### src/include/sdrs_pkg.sv
/*
 * shared constants, types and helpers of the sdram read path scheduler.
 * assumes a single clock domain; the sdram device runs on the same clock.
 */
package sdrs_pkg;

    // ------------------------------------------------------------
    // geometry and timing fields
    // ------------------------------------------------------------
    localparam int BANK_W = 2;
    localparam int ROW_W = 13;
    localparam int COL_W = 9;
    localparam int DATA_W = 16;
    localparam int TIM_W = 4;
    localparam int NBANK = 4;
    localparam int PIPE_N = 3;
    localparam logic [COL_W-1:0] COL_LAST = 9'h1ff;
    localparam logic [TIM_W-1:0] TIM_MIN = 4'h1;
    localparam logic [4:0] LEN_ONE = 5'h01;
    localparam logic [4:0] LEN_FIX4 = 5'h04;
    localparam logic [4:0] LEN_FIX8 = 5'h08;
    localparam logic [4:0] LEN_FIX16 = 5'h10;
    localparam logic [4:0] GAP_MAX = 5'h1f;

    // ------------------------------------------------------------
    // commands, burst kinds, scheduler states
    // ------------------------------------------------------------
    typedef enum logic [1:0] {
        CMD_NOP = 2'h0,
        CMD_PRE = 2'h1,
        CMD_ACT = 2'h2,
        CMD_RD = 2'h3
    } sdrs_cmd_e;

    typedef enum logic [2:0] {
        BST_SINGLE = 3'h0,
        BST_INCR = 3'h1,
        BST_FIX4 = 3'h2,
        BST_FIX8 = 3'h3,
        BST_FIX16 = 3'h4
    } sdrs_burst_e;

    typedef enum logic [2:0] {
        S_IDLE = 3'h0,
        S_PRE = 3'h1,
        S_WRP = 3'h3,
        S_ACT = 3'h2,
        S_WRCD = 3'h6,
        S_READ = 3'h7,
        S_DRAIN = 3'h5
    } sdrs_state_e;

    // ------------------------------------------------------------
    // helpers
    // ------------------------------------------------------------
    // a zero delay field is taken as one cycle
    function automatic logic [TIM_W-1:0] eff_tim(input logic [TIM_W-1:0] v);
        eff_tim = (v == '0) ? TIM_MIN : v;
    endfunction : eff_tim

    function automatic logic is_fixed(input sdrs_burst_e k);
        is_fixed = (k == BST_FIX4) || (k == BST_FIX8) || (k == BST_FIX16);
    endfunction : is_fixed

    function automatic logic [4:0] burst_words(input sdrs_burst_e k);
        unique case (k)
            BST_FIX4: burst_words = LEN_FIX4;
            BST_FIX8: burst_words = LEN_FIX8;
            BST_FIX16: burst_words = LEN_FIX16;
            default: burst_words = LEN_ONE;
        endcase
    endfunction : burst_words

endpackage : sdrs_pkg
### src/core/sdrs_read_sched.sv
/*
 * read path scheduler of the dynamic_memory_controller: takes reads from an
 * internal master and drives sdram precharge, activate and read commands.
 * assumes the sdram runs on clock, returns a word cas cycles after each read,
 * the memory_timing_config fields stay stable while a request is in flight,
 * and the master takes every returned word (no back-pressure).
 */
// Notes on behaviour
// - single reads, open-ended incrementing bursts and fixed bursts are all served.
// - the open row of every bank is recorded and an open-row hit skips activation.
// - on a row miss in an open bank a precharge, an activate and then the read go out.
// - precharge to activate spacing is the row-precharge field in clock cycles.
// - activate to read spacing is the row-to-column field in clock cycles.
// - read data is taken two or three cycles after the read, as cas latency selects.
// - single and incrementing reads that stop short of the last column end with an anticipated read of the next column.
// - fixed bursts of four, eight or sixteen words never read beyond their length.
// - a broken fixed burst carries on as an incrementing burst of open length.
`timescale 1ns/1ns
`default_nettype none
module sdrs_read_sched
    import sdrs_pkg::*;
(
    input wire logic clock,
    input wire logic nrst,
    input wire logic [TIM_W-1:0] cfg_trp,
    input wire logic [TIM_W-1:0] cfg_trcd,
    input wire logic cfg_cas_lat3,
    input wire logic req_valid,
    input wire logic [BANK_W-1:0] req_bank,
    input wire logic [ROW_W-1:0] req_row,
    input wire logic [COL_W-1:0] req_col,
    input wire sdrs_burst_e req_kind,
    input wire logic burst_cont,
    input wire logic burst_break,
    output logic req_ready_q,
    output logic rd_valid_q,
    output logic [DATA_W-1:0] rd_data_q,
    output logic rd_last_q,
    output var sdrs_cmd_e mem_cmd_q,
    output logic [BANK_W-1:0] mem_bank_q,
    output logic [ROW_W-1:0] mem_addr_q,
    input wire logic [DATA_W-1:0] mem_dq
);
    // ------------------------------------------------------------
    // reset release
    // ------------------------------------------------------------
    logic [1:0] rst_sync_q;
    logic rst_n;

    // two flops release the reset cleanly on clock
    always_ff @(posedge clock or negedge nrst)
    begin
        if (!nrst)
            rst_sync_q <= 2'h0;
        else
            rst_sync_q <= {rst_sync_q[0], 1'b1};
    end
    assign rst_n = rst_sync_q[1];

    // ------------------------------------------------------------
    // declarations
    // ------------------------------------------------------------
    sdrs_state_e state_q, state_d;
    sdrs_burst_e kind_q, kind_d, ekind;
    sdrs_cmd_e mem_cmd_d;
    logic [BANK_W-1:0] bank_q, bank_d, mem_bank_d, pf_bank_q, pf_bank_d;
    logic [ROW_W-1:0] row_q, row_d, mem_addr_d, pf_row_q, pf_row_d;
    logic [COL_W-1:0] col_q, col_d, pf_col_q, pf_col_d;
    logic [4:0] rem_q, rem_d;
    logic first_q, first_d, req_ready_d, iss_pf_q, iss_pf_d, iss_last_q, iss_last_d;
    logic rd_valid_d, rd_last_d, pf_valid_q, pf_valid_d, more, pf_hit, tm_load, tm_done;
    logic [DATA_W-1:0] rd_data_d, pf_data_q, pf_data_d;
    logic [TIM_W-1:0] tm_val, rcd;
    logic [2:0] pipe_q [PIPE_N];
    logic [2:0] pipe_d [PIPE_N];
    logic [2:0] cap;
    logic [NBANK-1:0] open_q, open_d;
    logic [ROW_W-1:0] orow_q [NBANK];
    logic [ROW_W-1:0] orow_d [NBANK];

    sdrs_wait_timer u_timer (
        .clock(clock),
        .rst_n(rst_n),
        .load(tm_load),
        .load_val(tm_val),
        .expired(tm_done)
    );

    // ------------------------------------------------------------
    // open row table
    // ------------------------------------------------------------
    // follows the issued commands: precharge closes, activate opens
    always_comb
    begin
        open_d = open_q;
        orow_d = orow_q;
        if (mem_cmd_q == CMD_PRE)
            open_d[mem_bank_q] = 1'b0;
        if (mem_cmd_q == CMD_ACT)
        begin
            open_d[mem_bank_q] = 1'b1;
            orow_d[mem_bank_q] = mem_addr_q;
        end
    end

    always_ff @(posedge clock or negedge rst_n)
    begin
        if (!rst_n)
        begin
            open_q <= '0;
            for (int i = 0; i < NBANK; i++)
                orow_q[i] <= '0;
        end
        else
        begin
            open_q <= open_d;
            orow_q <= orow_d;
        end
    end

    // ------------------------------------------------------------
    // cas pipeline: tag is {valid, prefetch, last}
    // ------------------------------------------------------------
    always_comb
    begin
        pipe_d[0] = {mem_cmd_q == CMD_RD, iss_pf_q, iss_last_q};
        for (int i = 1; i < PIPE_N; i++)
            pipe_d[i] = pipe_q[i-1];
        cap = cfg_cas_lat3 ? pipe_q[2] : pipe_q[1];
    end

    always_ff @(posedge clock or negedge rst_n)
    begin
        if (!rst_n)
            for (int i = 0; i < PIPE_N; i++)
                pipe_q[i] <= 3'h0;
        else
            pipe_q <= pipe_d;
    end

    // ------------------------------------------------------------
    // scheduler and data return
    // ------------------------------------------------------------
    assign rcd = eff_tim(cfg_trcd);
    assign pf_hit = pf_valid_q && !is_fixed(req_kind) && req_bank == pf_bank_q
                    && req_row == pf_row_q && req_col == pf_col_q;
    assign ekind = (is_fixed(kind_q) && burst_break) ? BST_INCR : kind_q;
    assign more = (ekind == BST_SINGLE) ? (rem_q != 5'h00) : (first_q || burst_cont);

    always_comb
    begin
        state_d = state_q;
        kind_d = kind_q;
        bank_d = bank_q;
        row_d = row_q;
        col_d = col_q;
        rem_d = rem_q;
        first_d = first_q;
        req_ready_d = req_ready_q;
        mem_cmd_d = CMD_NOP;
        mem_bank_d = mem_bank_q;
        mem_addr_d = mem_addr_q;
        iss_pf_d = 1'b0;
        iss_last_d = 1'b0;
        rd_valid_d = 1'b0;
        rd_last_d = 1'b0;
        rd_data_d = rd_data_q;
        pf_valid_d = pf_valid_q;
        pf_data_d = pf_data_q;
        pf_bank_d = pf_bank_q;
        pf_row_d = pf_row_q;
        pf_col_d = pf_col_q;
        tm_load = 1'b0;
        tm_val = eff_tim(cfg_trp);
        // word arriving from the sdram
        if (cap[2])
        begin
            if (cap[1])
            begin
                pf_valid_d = 1'b1;
                pf_data_d = mem_dq;
            end
            else
            begin
                rd_valid_d = 1'b1;
                rd_data_d = mem_dq;
                rd_last_d = cap[0];
            end
        end
        unique case (state_q)
            S_IDLE:
                if (req_valid && req_ready_q)
                begin
                    req_ready_d = 1'b0;
                    kind_d = req_kind;
                    bank_d = req_bank;
                    row_d = req_row;
                    col_d = req_col;
                    rem_d = burst_words(req_kind);
                    first_d = 1'b1;
                    pf_valid_d = 1'b0;
                    if (pf_hit)
                    begin
                        // anticipated word answers at once
                        rd_valid_d = 1'b1;
                        rd_data_d = pf_data_q;
                        rd_last_d = (req_kind == BST_SINGLE);
                        col_d = req_col + 9'h001;
                        rem_d = 5'h00;
                        first_d = 1'b0;
                        state_d = S_READ;
                    end
                    else if (open_q[req_bank] && orow_q[req_bank] == req_row)
                        state_d = S_READ;
                    else if (open_q[req_bank])
                        state_d = S_PRE;
                    else
                        state_d = S_ACT;
                end
            S_PRE:
            begin
                mem_cmd_d = CMD_PRE;
                mem_bank_d = bank_q;
                tm_load = 1'b1;
                state_d = S_WRP;
            end
            S_WRP, S_ACT:
                if (state_q == S_ACT || tm_done)
                begin
                    mem_cmd_d = CMD_ACT;
                    mem_bank_d = bank_q;
                    mem_addr_d = row_q;
                    tm_load = 1'b1;
                    tm_val = rcd - TIM_MIN;
                    state_d = (rcd == TIM_MIN) ? S_READ : S_WRCD;
                end
            S_WRCD:
                if (tm_done)
                    state_d = S_READ;
            S_READ:
            begin
                kind_d = ekind;
                first_d = 1'b0;
                mem_bank_d = bank_q;
                mem_addr_d = {{(ROW_W-COL_W){1'b0}}, col_q};
                if (is_fixed(ekind) || more)
                begin
                    mem_cmd_d = CMD_RD;
                    iss_last_d = is_fixed(ekind) ? (rem_q == LEN_ONE) : (ekind == BST_SINGLE);
                    col_d = col_q + 9'h001;
                    if (ekind != BST_INCR)
                        rem_d = rem_q - LEN_ONE;
                    if ((is_fixed(ekind) && rem_q == LEN_ONE) || col_q == COL_LAST)
                        state_d = S_DRAIN;
                end
                else
                begin
                    // read the next column ahead of the next request
                    mem_cmd_d = CMD_RD;
                    iss_pf_d = 1'b1;
                    pf_valid_d = 1'b0;
                    pf_bank_d = bank_q;
                    pf_row_d = row_q;
                    pf_col_d = col_q;
                    state_d = S_DRAIN;
                end
            end
            S_DRAIN:
                if (pipe_q[0][2] == 1'b0 && pipe_q[1][2] == 1'b0 && pipe_q[2][2] == 1'b0
                    && mem_cmd_q != CMD_RD)
                begin
                    req_ready_d = 1'b1;
                    state_d = S_IDLE;
                end
            default:
                state_d = S_IDLE;
        endcase
    end

    always_ff @(posedge clock or negedge rst_n)
    begin
        if (!rst_n)
        begin
            state_q <= S_IDLE;
            kind_q <= BST_SINGLE;
            bank_q <= '0;
            row_q <= '0;
            col_q <= '0;
            rem_q <= '0;
            first_q <= 1'b0;
            req_ready_q <= 1'b1;
            mem_cmd_q <= CMD_NOP;
            mem_bank_q <= '0;
            mem_addr_q <= '0;
            iss_pf_q <= 1'b0;
            iss_last_q <= 1'b0;
            rd_valid_q <= 1'b0;
            rd_last_q <= 1'b0;
            rd_data_q <= '0;
            pf_valid_q <= 1'b0;
            pf_data_q <= '0;
            pf_bank_q <= '0;
            pf_row_q <= '0;
            pf_col_q <= '0;
        end
        else
        begin
            state_q <= state_d;
            kind_q <= kind_d;
            bank_q <= bank_d;
            row_q <= row_d;
            col_q <= col_d;
            rem_q <= rem_d;
            first_q <= first_d;
            req_ready_q <= req_ready_d;
            mem_cmd_q <= mem_cmd_d;
            mem_bank_q <= mem_bank_d;
            mem_addr_q <= mem_addr_d;
            iss_pf_q <= iss_pf_d;
            iss_last_q <= iss_last_d;
            rd_valid_q <= rd_valid_d;
            rd_last_q <= rd_last_d;
            rd_data_q <= rd_data_d;
            pf_valid_q <= pf_valid_d;
            pf_data_q <= pf_data_d;
            pf_bank_q <= pf_bank_d;
            pf_row_q <= pf_row_d;
            pf_col_q <= pf_col_d;
        end
    end

    // ------------------------------------------------------------
    // checks
    // ------------------------------------------------------------
    // cycles since the previous command, for spacing checks
    logic [4:0] gap_q;
    sdrs_cmd_e last_cmd_q;
    logic accept;
    assign accept = state_q == S_IDLE && req_valid && req_ready_q;

    always_ff @(posedge clock or negedge rst_n)
    begin
        if (!rst_n)
        begin
            gap_q <= GAP_MAX;
            last_cmd_q <= CMD_NOP;
        end
        else if (mem_cmd_q != CMD_NOP)
        begin
            gap_q <= 5'h01;
            last_cmd_q <= mem_cmd_q;
        end
        else if (gap_q != GAP_MAX)
            gap_q <= gap_q + 5'h01;
    end

    a_single_served: assert property (@(posedge clock) disable iff (!rst_n)
        accept && req_kind == BST_SINGLE |-> ##[1:80] rd_last_q)
        else $error("single read never completed");
    a_open_row_hit: assert property (@(posedge clock) disable iff (!rst_n)
        accept && open_q[req_bank] && orow_q[req_bank] == req_row
        |=> state_q == S_READ ##1 mem_cmd_q == CMD_RD)
        else $error("open row hit did not read directly");
    a_miss_precharge: assert property (@(posedge clock) disable iff (!rst_n)
        accept && open_q[req_bank] && orow_q[req_bank] != req_row
        |=> state_q == S_PRE ##1 mem_cmd_q == CMD_PRE)
        else $error("row miss without precharge");
    a_trp_spacing: assert property (@(posedge clock) disable iff (!rst_n)
        mem_cmd_q == CMD_ACT && last_cmd_q == CMD_PRE |-> gap_q == {1'b0, eff_tim(cfg_trp)})
        else $error("precharge to activate spacing wrong");
    a_trcd_spacing: assert property (@(posedge clock) disable iff (!rst_n)
        mem_cmd_q == CMD_RD && last_cmd_q == CMD_ACT |-> gap_q == {1'b0, rcd})
        else $error("activate to read spacing wrong");
    a_cas_three: assert property (@(posedge clock) disable iff (!rst_n)
        mem_cmd_q == CMD_RD && !iss_pf_q && cfg_cas_lat3 |-> ##4 rd_valid_q)
        else $error("cas 3 data not returned on time");
    a_cas_two: assert property (@(posedge clock) disable iff (!rst_n)
        mem_cmd_q == CMD_RD && !iss_pf_q && !cfg_cas_lat3 |-> ##3 rd_valid_q)
        else $error("cas 2 data not returned on time");
    a_single_prefetch: assert property (@(posedge clock) disable iff (!rst_n)
        state_q == S_READ && kind_q == BST_SINGLE && rem_q == 5'h00
        |=> mem_cmd_q == CMD_RD && iss_pf_q)
        else $error("next column not anticipated");
    a_fixed_no_pf: assert property (@(posedge clock) disable iff (!rst_n)
        mem_cmd_q == CMD_RD && iss_pf_q && !$past(burst_break) |-> !is_fixed($past(kind_q)))
        else $error("fixed burst read beyond its length");
    a_break_incr: assert property (@(posedge clock) disable iff (!rst_n)
        state_q == S_READ && is_fixed(kind_q) && burst_break |=> kind_q == BST_INCR)
        else $error("broken burst not turned incrementing");
    a_closed_act: assert property (@(posedge clock) disable iff (!rst_n)
        accept && !open_q[req_bank] |=> state_q == S_ACT ##1 mem_cmd_q == CMD_ACT)
        else $error("closed bank read without activate");
endmodule : sdrs_read_sched
`default_nettype wire

### src/core/sdrs_wait_timer.sv
/*
 * down counter for command spacing; expired is high when one cycle is left.
 * assumes a synchronous load from the scheduler and its released reset.
 */
`timescale 1ns/1ns
`default_nettype none
module sdrs_wait_timer
    import sdrs_pkg::*;
(
    input wire logic clock,
    input wire logic rst_n,
    input wire logic load,
    input wire logic [TIM_W-1:0] load_val,
    output logic expired
);
    logic [TIM_W-1:0] cnt_q;
    logic [TIM_W-1:0] cnt_d;

    // ------------------------------------------------------------
    // count
    // ------------------------------------------------------------
    // load wins, else count down to one and hold
    always_comb
    begin
        cnt_d = cnt_q;
        if (load)
            cnt_d = load_val;
        else if (cnt_q > TIM_MIN)
            cnt_d = cnt_q - TIM_MIN;
    end

    always_ff @(posedge clock or negedge rst_n)
    begin
        if (!rst_n)
            cnt_q <= TIM_MIN;
        else
            cnt_q <= cnt_d;
    end

    assign expired = (cnt_q <= TIM_MIN);
endmodule : sdrs_wait_timer
`default_nettype wire

### config.mk
export PLATFORM = sky130hd
export DESIGN_NAME = sdrs_read_sched
export DESIGN_NICKNAME = d
export VERILOG_FILES = /design/src/include/sdrs_pkg.sv /design/src/core/sdrs_read_sched.sv /design/src/core/sdrs_wait_timer.sv
export SDC_FILE = /design/constraint.sdc
export NUM_CORES = 1
export LEC_CHECK = 0
export BUFFER_PORTS_ARGS = -buffer_cell sky130_fd_sc_hd__buf_4
export CAP_MARGIN = 20
export CORE_UTILIZATION = 59
export DETAILED_ROUTE_END_ITERATION = 6
export GPL_ROUTABILITY_DRIVEN = 0
export PLACE_DENSITY_LB_ADDON = 0.2
export SYNTH_ARGS = -nofsm -noshare
export SYNTH_HDL_FRONTEND = slang
export SYNTH_SLANG_ARGS = --single-unit
### constraint.sdc
create_clock -name clock -period 6.8 [get_ports clock]
set_input_delay 0.68 -clock clock [delete_from_list [all_inputs] [get_ports clock]]
set_output_delay 0.68 -clock clock [all_outputs]
set_load 0.02 [all_outputs]
==> key figures <==
Global route
  • Largest net degree at the start of global routing: 72
  • Total GRT Usage: between 20 and 30%
  • Initial antenna violation count: 0
  • Total gr overflow: 0
  • First-pass GRT wire length: between 30 and 40 mm
  • Vias in the first global route: ~6700

Setup path
  • Startpoint Class: register
  • CP Class: register to register
  • Critical Path RT: 7.12 ns
  • Worst EP arrival: 3.23 ns
  • Crit end category: register
  • CP max FO: 19

Power
  • Leak: 4.97 nW
  • Pwr dens: ~440 nW/µm²
  • VDD IR max: 205 µV

Timing
  • Worst Setup Slack, final: ~3.9 ns
  • Final hold vios: 0
  • Final setup fails: 0
  • Final worst-path cycle share: a little over two fifths
  • Setup Skew: 0.0125 ns
  • Final Max Tran Viols: 0
  • WHS: around 0.011 ns
  • Max Fclk: around 0.34 GHz
  • Worst slew pin tran: roughly 1.1 ns
  • Normalized max-slew margin: 28.9%
  • RSZ-0062 raised after global routing: no
  • Post-route minimum period: slightly below 3 ns
  • Final TNS setup: 0 ns

Layout
  • Most common cell after layout, fill and taps aside: dfrtp_1
  • Area Overhead vs Synth: 14.7%
  • Fillcell total: 1112
  • Final net count: between 900 and 1000
  • FF/Latch Area: 4660 µm²
  • Share of cells above drive strength 1: between 20% and 30%
  • Most frequent cells in the layout: dfrtp_1 (183), buf_4 (100), mux2_2 (95)
  • ANT cells: 0
  • Area occupied by multi-input gates: 4180 µm²

Die
  • Die width: around 130 µm
  • Core ar.: between 15000 and 20000 µm²
  • Die height: roughly 130 µm
  • Initial core utilization: about three fifths
  • Die area: about 16000 µm²
  • Rows: between 40 and 50
  • IO Pins: 93

Routing
  • Residual DRC: 0
  • Drt wl/cell: about 19 µm
  • Final ANT Viol Nets: 0
  • Vias: about 6600
  • TritonRoute pass-1 iters: 5
  • Final wirelength: ~21 mm
  • Initial DRC Count: approximately 500
  • Via density: approximately 6

Synthesis
  • Average cell area after synthesis: between 10 and 15 µm²
  • Synthesized net count: between 800 and 900
  • Synth warnings: 0
  • Sequential cell area fraction in the yosys report: around 51%
  • Synth area leader: dfrtp_1
  • Top cells by area, synth: dfrtp_1 (51%), mux2_2 (12%), nand2_1 (3.5%)
  • Async SR Flop Fraction: 100%
  • Synth Flop Type: dfrtp_1
  • Post-synth EDFFs: 0
  • Post-synth top area share: just over 50%
  • Cells after Synth: ~800
  • Unique masters post-synth: just over 70
  • FF+latch count, synth: ~190
  • Synthesized area: roughly 9000 µm²

Clock tree
  • # hold bufs at CTS: 0
  • Clock transition at path regs: 0.07 ns
  • CTS Buffer Depth: 2
  • CTS Root Cell: clkbuf_16
  • CTS tree: yes
  • Clk Latency, worst-skew pair: ~0.44 ns
  • Buffer count from post-CTS setup fixing: 0
  • Number of H-tree levels: 4
  • Post-CTS sizing: 0
  • CTS Buf Count: 17
  • Number of clock sinks: ~190

Placed design
  • Dpl hpwl: 14.3 mm
  • IO buf count: 92
  • Pre-CTS setup slack: 3.55 ns

Hold path
  • Hold Path Class: primary input to async pin

Outcome
  • Status: completed

Run
  • Max Cap Viol: 0
## cell usage after synthesis (9+ instances only)
library cell,number
dfrtp_1,184
nand2_1,86
o21ai_0,18
o22ai_1,10
a21oi_1,46
nor2_1,74
inv_1,13
mux2_2,95
xnor2_1,23
nand3_1,21
mux2i_1,26
xor2_1,28
nor3_1,12
clkbuf_1,17
nand4_1,10
mux4_2,9
ha_1,13
## layout make-up
class                      instances  share of cell area (%)
clock buffer                      20                    4.28
sequential                       186                    44.6
timing repair buffer             100                    7.19
clock inverter                    12                    1.13
inverter                          13                   0.467
tap                              188                    2.25
multi-input combinational        565                    40.1
## path summary, 6_finish.rpt
| check | slack (ns) | from | depth (start not counted) | to |
|---|---|---|---|---|
| worst max-delay path | 3.90 | u_timer.cnt_q[0] | 8 | mem_addr_q[5] |
| worst min-delay path | 0.01 | nrst | 1 | rst_sync_q[1] |
| worst max register to register | 3.90 | u_timer.cnt_q[0] | 8 | mem_addr_q[5] |
| worst min register to register | 0.34 | iss_last_q | 0 | pipe_d[3] |
| max in group asynchronous | 5.04 | rst_sync_q[1] | 1 | pf_data_q[7] |
| min in group clock | 0.34 | iss_last_q | 0 | pipe_d[3] |
## worst max-delay path, cell delays in order, from the launching register on
cell	delay, ns
dfstp_2	0.59
inv_1	0.06
ha_1	0.22
nor2_1	0.22
or3_1	0.24
a21o_1	0.67
nand2_1	0.49
nor2_1	0.24
nor2_1	0.06
## logic make-up (layout without fill, tap and decap cells)
logic type	Yosys count	after routing	share of synthesized area, %
adder cells (fa/ha/maj)	13	13	1.79
other	1	1	0.0412
AND/OR/NAND/NOR	250	250	13.0
flip-flops	186	186	51.2
XOR/XNOR	51	51	4.91
buffers and inverters	51	145	3.04
multiplexers	133	133	17.7
AO/OA/AOI/OAI	117	117	8.38
## sequential cells by signal (all words and copies together) (netlist names), 6 cells and up, named ones only
signal,cells
row_q,13
pipe_d,6
rd_data_q,16
mem_addr_q,13
pf_col_q,9
pf_data_q,16
pf_row_q,13
col_q,9
orow_q,52
## per-stage QoR
| stage | instances | power (mW) | cell area (µm²) | util [%] |
|---|---|---|---|---|
| 5_1_grt | 1084 | 4.83 | 10400 | 68.9 |
| 3_5_place_dp | 1052 | 3.61 | 9880 | 65.2 |
| 6_report | 1084 | 4.56 | 10400 | 68.9 |
| 4_1_cts | 1084 | 4.57 | 10400 | 68.9 |
| 2_1_floorplan | 802 | 3.09 | 9100 | - |
| 3_3_place_gp | 1052 | 3.49 | 9880 | 65.2 |
## metal layers
| metal | global-route usage, % | up-vias | part of all wire (%) |
|---|---|---|---|
| met3 | 5.56 | 34 | 5.1 |
| met4 | 11.5 | 0 | 2.0 |
| met5 | 0 | - | 0 |
| met1 | 35.6 | 3313 | 43 |
| li1 | - | 3029 | - |
| met2 | 46.7 | 226 | 50 |
## where the power goes
part / total (mW) / internal, mW / switching, mW / leakage [nW]
clock: 0.949 / 0.519 / 0.430 / 0.269
combinational: 1.67 / 0.794 / 0.880 / 2.33
sequential: 1.93 / 1.55 / 0.387 / 2.37
total: 4.56 / 2.86 / 1.70 / 4.97
No activity file was read; power rests on OpenSTA's default activity.
